--- config.mk ---
export PLATFORM = sky130hd
export DESIGN_NAME = dbp_brake_pid
export DESIGN_NICKNAME = d
export VERILOG_FILES = /design/src/verilog/dbp_pkg.sv /design/src/verilog/dbp_brake_pid.sv /design/src/verilog/dbp_div.sv
export VERILOG_INCLUDE_DIRS = /design/src /design/src/verilog
export SDC_FILE = /design/constraint.sdc
export NUM_CORES = 2
export LEC_CHECK = 0
export BUFFER_PORTS_ARGS = -buffer_cell sky130_fd_sc_hd__buf_2
export CORE_ASPECT_RATIO = 1.1
export CORE_UTILIZATION = 50
export CTS_CLUSTER_DIAMETER = 100
export DETAILED_ROUTE_END_ITERATION = 8
export PLACE_DENSITY = 0.66
export SYNTH_ARGS = -nofsm -noshare
export SYNTH_HDL_FRONTEND = slang
export SYNTH_SLANG_ARGS = --single-unit
--- constraint.sdc ---
create_clock -name clock -period 56.8 [get_ports clock]
set_input_delay 0 -clock clock [delete_from_list [all_inputs] [get_ports clock]]
set_output_delay 0 -clock clock [all_outputs]
set_load 0.01 [all_outputs]
--- src/verilog/dbp_cfg.svh ---
// constants for the dc brake sequencer and process error block
//
// How it works
// - regen fault: 2x watts in TC, 3x in TC/2
// - brake volts capped at 1.414 times max volts
// - stop braking starts at trigger frequency
// - stop brake time is a maximum, then off
// - late start shortens time by freq over trigger
// - reverse: brake until stopped, then reverse
// - start braking for start time, then accelerate
// - no start braking unless enabled
// - type none disables pid, keeps feedforward
// - forward acting error is setpoint minus feedback
// - reverse acting error is feedback minus setpoint
// - speed correction clamped to percent of speed
// - fixed setpoint source uses setpoint command register
`ifndef DBP_CFG_SVH
`define DBP_CFG_SVH

`define DBP_AW 8
`define DBP_DW 16
`define DBP_TW 15
`define DBP_IW 3

// register byte addresses
`define DBP_A_CTRL 8'h00
`define DBP_A_TRIG 8'h04
`define DBP_A_STOPT 8'h08
`define DBP_A_STARTT 8'h0C
`define DBP_A_VOLTS 8'h10
`define DBP_A_VMAX 8'h14
`define DBP_A_SPCMD 8'h18
`define DBP_A_ADJ 8'h1C
`define DBP_A_WATTS 8'h20
`define DBP_A_TC 8'h24
`define DBP_A_STAT 8'h28
`define DBP_A_ISTAT 8'h2C
`define DBP_A_IEN 8'h30
`define DBP_A_ICLR 8'h34
`define DBP_A_PE 8'h38

// control register fields
`define DBP_C_STOP 0
`define DBP_C_REV 1
`define DBP_C_START 2
`define DBP_C_PT_LO 3
`define DBP_C_PT_HI 4
`define DBP_C_SPFIX 5
`define DBP_PT_NONE 2'h0
`define DBP_PT_FWD 2'h1
`define DBP_PT_REV 2'h2

// interrupt status bits
`define DBP_I_BON 0
`define DBP_I_BOFF 1
`define DBP_I_FLT 2

`define DBP_RST_W 16'h0000

// timing: brake times and thermal constant count in 1 ms ticks
`define DBP_CLK_NS 50
`define DBP_TICK_NS 1000000

// brake voltage ceiling factor 1.414 as a ratio
`define DBP_SQ2_NUM 32'h0000_0586
`define DBP_SQ2_DEN 32'h0000_03E8
`define DBP_PCT_FULL 32'h0000_0064

`define DBP_DIV_STEPS 6'h20

`endif

--- src/verilog/dbp_pkg.sv ---
// types shared by the dc brake sequencer and its divider
package dbp_pkg;
`include "dbp_cfg.svh"

	typedef logic [`DBP_DW-1:0] dbp_word_t;

	typedef enum logic [7:0] {
		ST_IDLE = 8'h01,
		ST_SBRK = 8'h02,
		ST_RUN = 8'h04,
		ST_DEC = 8'h08,
		ST_CALC = 8'h10,
		ST_PBRK = 8'h20,
		ST_RDEC = 8'h40,
		ST_RBRK = 8'h80
	} dbp_state_e;

	// drive-side inputs, all on the block clock
	typedef struct packed {
		dbp_word_t freq;
		logic run;
		logic stop;
		logic dir;
		logic stopped;
		dbp_word_t power;
		dbp_word_t fb;
		dbp_word_t sp_in;
		dbp_word_t speed;
	} dbp_drv_s;

	typedef struct packed {
		logic inject;
		dbp_word_t volts;
		logic accel;
		logic dir;
		logic pid_en;
		logic ff_en;
		logic signed [16:0] process_error_value;
		logic signed [16:0] corr;
		logic fault;
	} dbp_out_s;

	typedef struct packed {
		dbp_word_t ctrl;
		dbp_word_t trig;
		dbp_word_t stop_t;
		dbp_word_t start_t;
		dbp_word_t volts;
		dbp_word_t vmax;
		dbp_word_t sp_cmd;
		dbp_word_t adj;
		dbp_word_t watts;
		dbp_word_t tc;
	} dbp_cfg_s;

	typedef struct packed {
		dbp_state_e st;
		dbp_word_t timer;
		logic [31:0] heat;
		logic fault;
		logic [`DBP_IW-1:0] istat;
		logic [`DBP_IW-1:0] ien;
		dbp_cfg_s cfg;
		dbp_word_t rdata;
		logic [`DBP_TW-1:0] tick;
		dbp_out_s o;
	} dbp_st_s;

	typedef struct packed {
		logic busy;
		logic done;
		logic [5:0] cnt;
		logic [16:0] rem;
		logic [31:0] q;
	} dbp_div_s;
endpackage

--- src/verilog/dbp_brake_pid.sv ---
// dc injection brake sequencer, resistor watch and process error
`timescale 1ns/10ps
`include "dbp_cfg.svh"
module dbp_brake_pid #(
	parameter int TICK_CYC = `DBP_TICK_NS / `DBP_CLK_NS
) (
	input wire logic clock,
	input wire logic rst_n,
	input wire logic ce,
	input wire logic [`DBP_AW-1:0] addr,
	input wire dbp_pkg::dbp_word_t wdata,
	input wire logic wr,
	input wire logic rd,
	output dbp_pkg::dbp_word_t rdata,
	input wire dbp_pkg::dbp_drv_s drv,
	output dbp_pkg::dbp_out_s out,
	output logic irq
);
	import dbp_pkg::*;

	dbp_st_s r, n;
	logic tick;
	logic [`DBP_IW-1:0] ev;
	logic en_stop, en_rev, en_start, lt_trig, brk, div_done;
	logic [1:0] ptype;
	dbp_word_t sp, div_q, climu;
	logic [31:0] vlim, hlim, clim32;
	logic [32:0] hsum;
	logic signed [16:0] pe_f;
	logic signed [17:0] clim;
	logic div_go;

	// register read mux, unmapped addresses read zero
	function automatic dbp_word_t reg_read(input logic [`DBP_AW-1:0] a, input dbp_st_s s);
		case (a)
		`DBP_A_CTRL: reg_read = s.cfg.ctrl;
		`DBP_A_TRIG: reg_read = s.cfg.trig;
		`DBP_A_STOPT: reg_read = s.cfg.stop_t;
		`DBP_A_STARTT: reg_read = s.cfg.start_t;
		`DBP_A_VOLTS: reg_read = s.cfg.volts;
		`DBP_A_VMAX: reg_read = s.cfg.vmax;
		`DBP_A_SPCMD: reg_read = s.cfg.sp_cmd;
		`DBP_A_ADJ: reg_read = s.cfg.adj;
		`DBP_A_WATTS: reg_read = s.cfg.watts;
		`DBP_A_TC: reg_read = s.cfg.tc;
		`DBP_A_STAT: reg_read = {6'h00, s.o.dir, s.fault, s.st};
		`DBP_A_ISTAT: reg_read = {13'h0000, s.istat};
		`DBP_A_IEN: reg_read = {13'h0000, s.ien};
		`DBP_A_PE: reg_read = s.o.process_error_value[15:0];
		default: reg_read = '0;
		endcase
	endfunction

	// the divide starts in the deciding cycle, so it scales by the frequency that set it off
	dbp_div u_div (
		.clock(clock),
		.rst_n(rst_n),
		.ce(ce),
		.go(div_go),
		.num(32'(r.cfg.stop_t) * 32'(drv.freq)),
		.den(r.cfg.trig),
		.done(div_done),
		.quo(div_q)
	);

	// static decodes of the configuration and drive inputs
	assign en_stop = r.cfg.ctrl[`DBP_C_STOP];
	assign en_rev = r.cfg.ctrl[`DBP_C_REV];
	assign en_start = r.cfg.ctrl[`DBP_C_START];
	assign ptype = r.cfg.ctrl[`DBP_C_PT_HI:`DBP_C_PT_LO];
	assign lt_trig = drv.freq < r.cfg.trig;
	assign vlim = 32'(r.cfg.vmax) * `DBP_SQ2_NUM / `DBP_SQ2_DEN;
	assign hlim = 32'(r.cfg.watts) * 32'(r.cfg.tc);
	assign clim32 = 32'(drv.speed) * 32'(r.cfg.adj) / `DBP_PCT_FULL;
	assign climu = (|clim32[31:16]) ? 16'hFFFF : clim32[15:0];
	assign clim = $signed({2'b00, climu});
	assign sp = r.cfg.ctrl[`DBP_C_SPFIX] ? r.cfg.sp_cmd : drv.sp_in;
	assign pe_f = $signed({1'b0, sp}) - $signed({1'b0, drv.fb});
	assign hsum = 33'(r.heat) + 33'(drv.power - r.cfg.watts);

	// next state of the whole block
	always_comb begin
		n = r;
		ev = '0;
		n.rdata = '0;
		div_go = 1'b0;
		tick = (r.tick == `DBP_TW'(TICK_CYC - 1));
		n.tick = tick ? '0 : r.tick + 15'h0001;

		// software writes; clearing the fault status also clears the latch
		if (wr) begin
			case (addr)
			`DBP_A_CTRL: n.cfg.ctrl = wdata;
			`DBP_A_TRIG: n.cfg.trig = wdata;
			`DBP_A_STOPT: n.cfg.stop_t = wdata;
			`DBP_A_STARTT: n.cfg.start_t = wdata;
			`DBP_A_VOLTS: n.cfg.volts = wdata;
			`DBP_A_VMAX: n.cfg.vmax = wdata;
			`DBP_A_SPCMD: n.cfg.sp_cmd = wdata;
			`DBP_A_ADJ: n.cfg.adj = wdata;
			`DBP_A_WATTS: n.cfg.watts = wdata;
			`DBP_A_TC: n.cfg.tc = wdata;
			`DBP_A_IEN: n.ien = wdata[`DBP_IW-1:0];
			`DBP_A_ICLR: begin
				n.istat = r.istat & ~wdata[`DBP_IW-1:0];
				if (wdata[`DBP_I_FLT]) n.fault = 1'b0;
			end
			default: ;
			endcase
		end
		if (rd) n.rdata = reg_read(addr, r);

		// brake sequencer
		unique case (r.st)
		ST_IDLE: if (drv.run) begin
			n.o.dir = drv.dir;
			if (en_start) begin
				n.st = ST_SBRK;
				n.timer = r.cfg.start_t;
				ev[`DBP_I_BON] = 1'b1;
			end else begin
				n.st = ST_RUN;
			end
		end
		ST_SBRK: if (!drv.run || drv.stop) begin
			n.st = ST_IDLE;
			ev[`DBP_I_BOFF] = 1'b1;
		end else if (tick) begin
			if (r.timer == '0) begin
				n.st = ST_RUN;
				ev[`DBP_I_BOFF] = 1'b1;
			end else begin
				n.timer = r.timer - 16'h0001;
			end
		end
		ST_RUN: if (drv.stop) begin
			n.st = en_stop ? ST_DEC : ST_IDLE;
		end else if (drv.dir != r.o.dir) begin
			if (en_rev) n.st = ST_RDEC;
			else n.o.dir = drv.dir;
		end
		ST_DEC: if (drv.freq <= r.cfg.trig) begin
			ev[`DBP_I_BON] = 1'b1;
			if (lt_trig) begin
				n.st = ST_CALC;
				div_go = 1'b1;
			end else begin
				n.st = ST_PBRK;
				n.timer = r.cfg.stop_t;
			end
		end
		ST_CALC: if (div_done) begin
			n.st = ST_PBRK;
			n.timer = div_q;
		end
		// stop time is an upper bound; the braking ends at zero
		ST_PBRK: if (tick) begin
			if (r.timer == '0) begin
				n.st = ST_IDLE;
				ev[`DBP_I_BOFF] = 1'b1;
			end else begin
				n.timer = r.timer - 16'h0001;
			end
		end
		ST_RDEC: if (drv.freq <= r.cfg.trig) begin
			n.st = ST_RBRK;
			ev[`DBP_I_BON] = 1'b1;
		end
		ST_RBRK: if (drv.stopped) begin
			n.st = ST_RUN;
			n.o.dir = ~r.o.dir;
			ev[`DBP_I_BOFF] = 1'b1;
		end
		endcase

		// resistor heat: excess over rating adds, margin below it cools
		if (tick) begin
			if (drv.power > r.cfg.watts) begin
				n.heat = (hsum > 33'(hlim)) ? hlim : hsum[31:0];
			end else begin
				n.heat = (r.heat > 32'(r.cfg.watts - drv.power)) ?
					r.heat - 32'(r.cfg.watts - drv.power) : '0;
			end
		end
		if (hlim != '0 && n.heat >= hlim && !n.fault) begin
			n.fault = 1'b1;
			ev[`DBP_I_FLT] = 1'b1;
		end
		n.istat = n.istat | ev; // a new event beats a clear in the same cycle

		// registered outputs; enables come from the updated config
		brk = (n.st == ST_SBRK) || (n.st == ST_PBRK) || (n.st == ST_RBRK);
		n.o.inject = brk && (|n.cfg.ctrl[`DBP_C_START:`DBP_C_STOP]);
		n.o.volts = n.o.inject ? ((32'(r.cfg.volts) > vlim) ? vlim[15:0] : r.cfg.volts) :
			'0;
		n.o.accel = (n.st == ST_RUN);
		n.o.fault = n.fault;
		n.o.ff_en = 1'b1;

		// process error and limited correction
		case (ptype)
		`DBP_PT_FWD: begin
			n.o.pid_en = 1'b1;
			n.o.process_error_value = pe_f;
		end
		`DBP_PT_REV: begin
			n.o.pid_en = 1'b1;
			n.o.process_error_value = -pe_f;
		end
		default: begin
			n.o.pid_en = 1'b0;
			n.o.process_error_value = '0;
		end
		endcase
		if (18'(n.o.process_error_value) > clim) n.o.corr = 17'(clim);
		else if (18'(n.o.process_error_value) < -clim) n.o.corr = 17'(-clim);
		else n.o.corr = n.o.process_error_value;
	end

	// one register for the whole state; low ce freezes everything
	always_ff @(posedge clock or negedge rst_n) begin
		if (!rst_n) begin
			r <= '0;
			r.st <= ST_IDLE;
			r.cfg.ctrl <= `DBP_RST_W;
			r.o.ff_en <= 1'b1; // feedforward stays available, even in reset
		end else if (ce) begin
			r <= n;
		end
	end

	assign rdata = r.rdata;
	assign out = r.o;
	assign irq = |(r.istat & r.ien);
endmodule // dbp_brake_pid

--- src/verilog/dbp_div.sv ---
// serial restoring divider for the shortened stop brake time
`timescale 1ns/10ps
`include "dbp_cfg.svh"
module dbp_div (
	input wire logic clock,
	input wire logic rst_n,
	input wire logic ce,
	input wire logic go,
	input wire logic [31:0] num,
	input wire dbp_pkg::dbp_word_t den,
	output logic done,
	output dbp_pkg::dbp_word_t quo
);
	import dbp_pkg::*;

	dbp_div_s r, n;
	logic [16:0] trial;

	// one quotient bit per cycle; slow but small, and the brake waits
	always_comb begin
		n = r;
		n.done = 1'b0;
		trial = {r.rem[15:0], r.q[31]};
		if (go) begin
			n.busy = 1'b1;
			n.cnt = `DBP_DIV_STEPS;
			n.rem = '0;
			n.q = num;
		end else if (r.busy) begin
			n.cnt = r.cnt - 6'h01;
			if (trial >= {1'b0, den}) begin
				n.rem = trial - {1'b0, den};
				n.q = {r.q[30:0], 1'b1};
			end else begin
				n.rem = trial;
				n.q = {r.q[30:0], 1'b0};
			end
			if (r.cnt == 6'h01) begin
				n.busy = 1'b0;
				n.done = 1'b1;
			end
		end
	end

	always_ff @(posedge clock or negedge rst_n) begin
		if (!rst_n) r <= '0;
		else if (ce) r <= n;
	end

	assign done = r.done;
	assign quo = r.q[15:0]; // quotient never exceeds the stop time
endmodule // dbp_div

==> PnR_summary.wiki <==
{| class="wikitable"
! Metric !! Value
|-
| Post-cts gate resize count || 0
|-
| M1 GR Usage || between 30% and 40%
|-
| Worst setup path start || r[122]$_DFFE_PN0P_
|-
| Number of buffers added for setup after CTS || 0
|-
| DR WL/cell || around 21 um
|-
| Cell with the biggest individual delay on the critical path || sky130_fd_sc_hd__mux2i_2
|-
| Wire length of the first global-routing pass || 322.6 mm
|-
| Clock buffer count from CTS || 48
|-
| Pin count of the biggest net entering global routing || 144
|-
| Placeable core region || ~0.13 mm^2
|-
| Post-CTS Hold Fix Bufs || 27
|-
| Standard-cell rows || roughly 140
|-
| GRT Max-Usage Layer || met2
|-
| Setup-violating endpoint count in the final report || 0
|-
| Clock-pin slew of the registers on the worst-case setup and hold paths || 60 ps
|-
| Highest net fanout along the worst path || 21
|-
| Yosys top cell area share || between 10% and 20%
|-
| Weighted congestion reported at the end of routability-driven placement || roughly 1
|-
| Dominant cell by count in the synthesized netlist || sky130_fd_sc_hd__inv_1
|-
| Count of warnings emitted by yosys || 0
|-
| Insertion delay of the later-clocked pin in the worst-skew pair || about 660 ps
|-
| Highest achievable clock rate || 0.03437 GHz
|-
| Met2 Track Usage GR || 50.39%
|-
| Sequential-to-total area share from yosys stat || about 14%
|-
| Transition time of the tightest slew-check pin || 1187 ps
|-
| Cell total after placement || ~9400
|-
| Total of max-cap violations || 0
|-
| Initial antenna violation count || 10
|-
| Setup total negative slack || 0 ps
|-
| Most used flip-flop cell after synthesis || sky130_fd_sc_hd__dfrtp_1
|-
| Shortest period the worst path allows || about 29000 ps
|-
| Worst Hold Class || in2async
|-
| Setup skew after layout || approximately 37 ps
|-
| Endpoints failing hold || 0
|-
| EDFF count, synth || 0
|-
| Final cell count without fillers || 9497
|-
| Cell at the root of the clock tree || sky130_fd_sc_hd__clkbuf_16
|-
| Via count of the routed design || 57840
|-
| Yosys top cell by area || sky130_fd_sc_hd__fa_1
|-
| Arrival time worst endpoint || around 30000 ps
|-
| Instance count of the mapped netlist || between 7000 and 8000
|-
| Die area || 0.1328 mm^2
|-
| Kind of capture point of the worst setup path || register
|-
| Setup repair after global routing missed its margin || no
|-
| FF-to-FF Start || r[122]$_DFFE_PN0P_
|-
| Port bufs || 184
|-
| Count of antenna-violating nets left after detailed routing || 0
|-
| CTS tree || yes
|-
| Die span in x || between 300 and 400 um
|-
| Share of flip-flops with an asynchronous set or reset after synthesis || 100.0%
|-
| Max stage delay on crit path || 820 ps
|-
| Mapped Avg Cell Area || 8.362 um^2
|-
| Die extent in y || approximately 380 um
|-
| Estimated wirelength of the detail-placed design || ~160 mm
|-
| Final routed wirelength across all metal layers || 204.1 mm
|-
| Global route total overflow || 0
|-
| Met3 Track Usage GR || under 10%
|-
| Number of placed I/O pins || 186
|-
| Vias/cell || 6.091
|-
| Global router's overall resource usage || between 30% and 40%
|-
| Fraction of the core area covered by cells at the end of the flow || a little over half
|-
| Starting DRT DRC Count || around 4800
|-
| Fraction of final layout cells sized beyond drive strength 1 || about a tenth
|-
| Top cells by area in the synthesized netlist || sky130_fd_sc_hd__fa_1 (19%), sky130_fd_sc_hd__dfrtp_1 (14%), sky130_fd_sc_hd__ha_1 (13%)
|-
| Clk sink count || roughly 360
|-
| Worst EP required || ~57000 ps
|-
| Crit share post-route || between 50% and 60%
|-
| Mapped Area || roughly 0.066 mm^2
|-
| Vias in the first global route || 57300
|-
| Starting Density || 50.36%
|-
| Outcome || finished clean
|-
| Type of the setup path with the least slack || reg2reg
|-
| Syn-to-layout area delta || 5.680%
|-
| Number of nets in the synthesized netlist || around 9200
|-
| Most instantiated cells after synthesis || sky130_fd_sc_hd__inv_1 (988), sky130_fd_sc_hd__nand2_1 (859), sky130_fd_sc_hd__ha_1 (660)
|-
| Number of levels the H-tree was split into || 2
|-
| Bufs on Longest Clock Path || 3
|-
| Final net count || about 9200
|-
| Count of state elements after synthesis || around 360
|-
| Number of unique standard cell types used by synthesis || 138
|-
| Pins Over Slew Limit || 0
|-
| Post-route DRC violation count || 0
|-
| Initial DRT Pass Iterations || 6
|-
| Tightest slew margin relative to the limit || around a fifth
|-
| Startpoint type of the worst setup path || register
|}
path summary, 6_finish.rpt:
kind / endpoint / slack [ps] / cells after the start
min: r[297]$_DFFE_PN0P_ / 0.4 / 2
max reg2reg: out[14]$_DFFE_PN0P_ / 27710 / 102
max in group asynchronous: r[132]$_DFFE_PN0P_ / 54580 / 4
min reg2reg: rdata[4]$_DFFE_PN0P_ / 480 / 1
min in group clock: u_div.quo[0]$_DFFE_PN0P_ / 50 / 4
max: out[14]$_DFFE_PN0P_ / 27710 / 102
sequential cells by signal, indices dropped and copies added (netlist names):
register    flops
en_rev          1
u_div.r        39
r             232
ptype           2
en_stop         1
u_div.done      1
out            55
u_div.quo      16
en_start        1
rdata          16
per-stage QoR:
| step | hold WS (ps) | setup WS (ps) | instance area, um^2 |
|---|---|---|---|
| 3_3_place_gp | 67.57 | 28840 | 67370 |
| 6_report | 0.4394 | 27710 | 69410 |
| 2_1_floorplan | -295.6 | 33480 | 65680 |
| 4_1_cts | 17.67 | 28200 | 69400 |
| 5_1_grt | 73.51 | 25550 | 69400 |
| 3_5_place_dp | 61.49 | 28260 | 67370 |
layout make-up:
class                           instances  area (um^2)
Clock inverter                         22        352.8
Antenna cell                            7        17.52
Multi-Input combinational cell       6055        50830
Clock buffer                           66         1399
Inverter                              995         3735
Sequential cell                       364         9110
Tap cell                             1692         2117
Fill cell                           12250        61020
Timing Repair Buffer                  296         1854
layer usage:
metal	up-vias	share of wire [%]
li1	26640	-
met1	28640	42
met2	2188	46
met3	377	8.1
met4	2	4.0
met5	-	0.0039
cell families (layout without fill, tap and decap cells):
group	count (synthesis)	in the layout	share of synthesized area, %
AOI/OAI and AO/OA	1805	1805	18.77
xor gates and xnor gates	359	359	4.850
adders and majority gates	1286	1286	31.53
buffers and inverters	1436	1379	8.774
DFF	364	364	13.87
muxes	312	312	5.282
other	1	8	0.005709
and+or+nand+nor	2292	2292	16.91
placed cells by master, fill, tap and decap left out, types with 31 or more instances in the layout:
| cell | instances |
|---|---|
| sky130_fd_sc_hd__a211oi_1 | 56 |
| sky130_fd_sc_hd__a21o_1 | 133 |
| sky130_fd_sc_hd__a21oi_1 | 443 |
| sky130_fd_sc_hd__a221oi_1 | 31 |
| sky130_fd_sc_hd__a22oi_1 | 91 |
| sky130_fd_sc_hd__a31oi_1 | 42 |
| sky130_fd_sc_hd__and2_1 | 355 |
| sky130_fd_sc_hd__and3_1 | 36 |
| sky130_fd_sc_hd__buf_2 | 182 |
| sky130_fd_sc_hd__buf_4 | 85 |
| sky130_fd_sc_hd__clkbuf_16 | 48 |
| sky130_fd_sc_hd__dfrtp_1 | 363 |
| sky130_fd_sc_hd__fa_1 | 618 |
| sky130_fd_sc_hd__ha_1 | 660 |
| sky130_fd_sc_hd__inv_1 | 987 |
| sky130_fd_sc_hd__mux2_2 | 232 |
| sky130_fd_sc_hd__mux2i_1 | 72 |
| sky130_fd_sc_hd__nand2_1 | 858 |
| sky130_fd_sc_hd__nand2b_1 | 51 |
| sky130_fd_sc_hd__nand3_1 | 125 |
| sky130_fd_sc_hd__nand4_1 | 93 |
| sky130_fd_sc_hd__nor2_1 | 410 |
| sky130_fd_sc_hd__nor2b_1 | 51 |
| sky130_fd_sc_hd__nor3_1 | 104 |
| sky130_fd_sc_hd__nor4_1 | 34 |
| sky130_fd_sc_hd__o211ai_1 | 54 |
| sky130_fd_sc_hd__o21ai_0 | 304 |
| sky130_fd_sc_hd__o21ai_1 | 47 |
| sky130_fd_sc_hd__o21bai_1 | 86 |
| sky130_fd_sc_hd__o22ai_1 | 74 |
| sky130_fd_sc_hd__o2bb2ai_1 | 38 |
| sky130_fd_sc_hd__or3_1 | 35 |
| sky130_fd_sc_hd__xnor2_1 | 245 |
| sky130_fd_sc_hd__xor2_1 | 110 |
worst max-delay path: cells and delay by family, from the launching register on:
kind / cells / cell delay [ps]
AOI/OAI and AO/OA: 47 / 13600
adders and majority gates: 9 / 4150
and+or+nand+nor: 32 / 6780
muxes: 5 / 2410
DFF: 1 / 740
xor gates and xnor gates: 2 / 520
buffers and inverters: 7 / 730
Power is not shown: default switching activity piles up to over one toggle a cycle in this logic, so the estimate is an artifact.
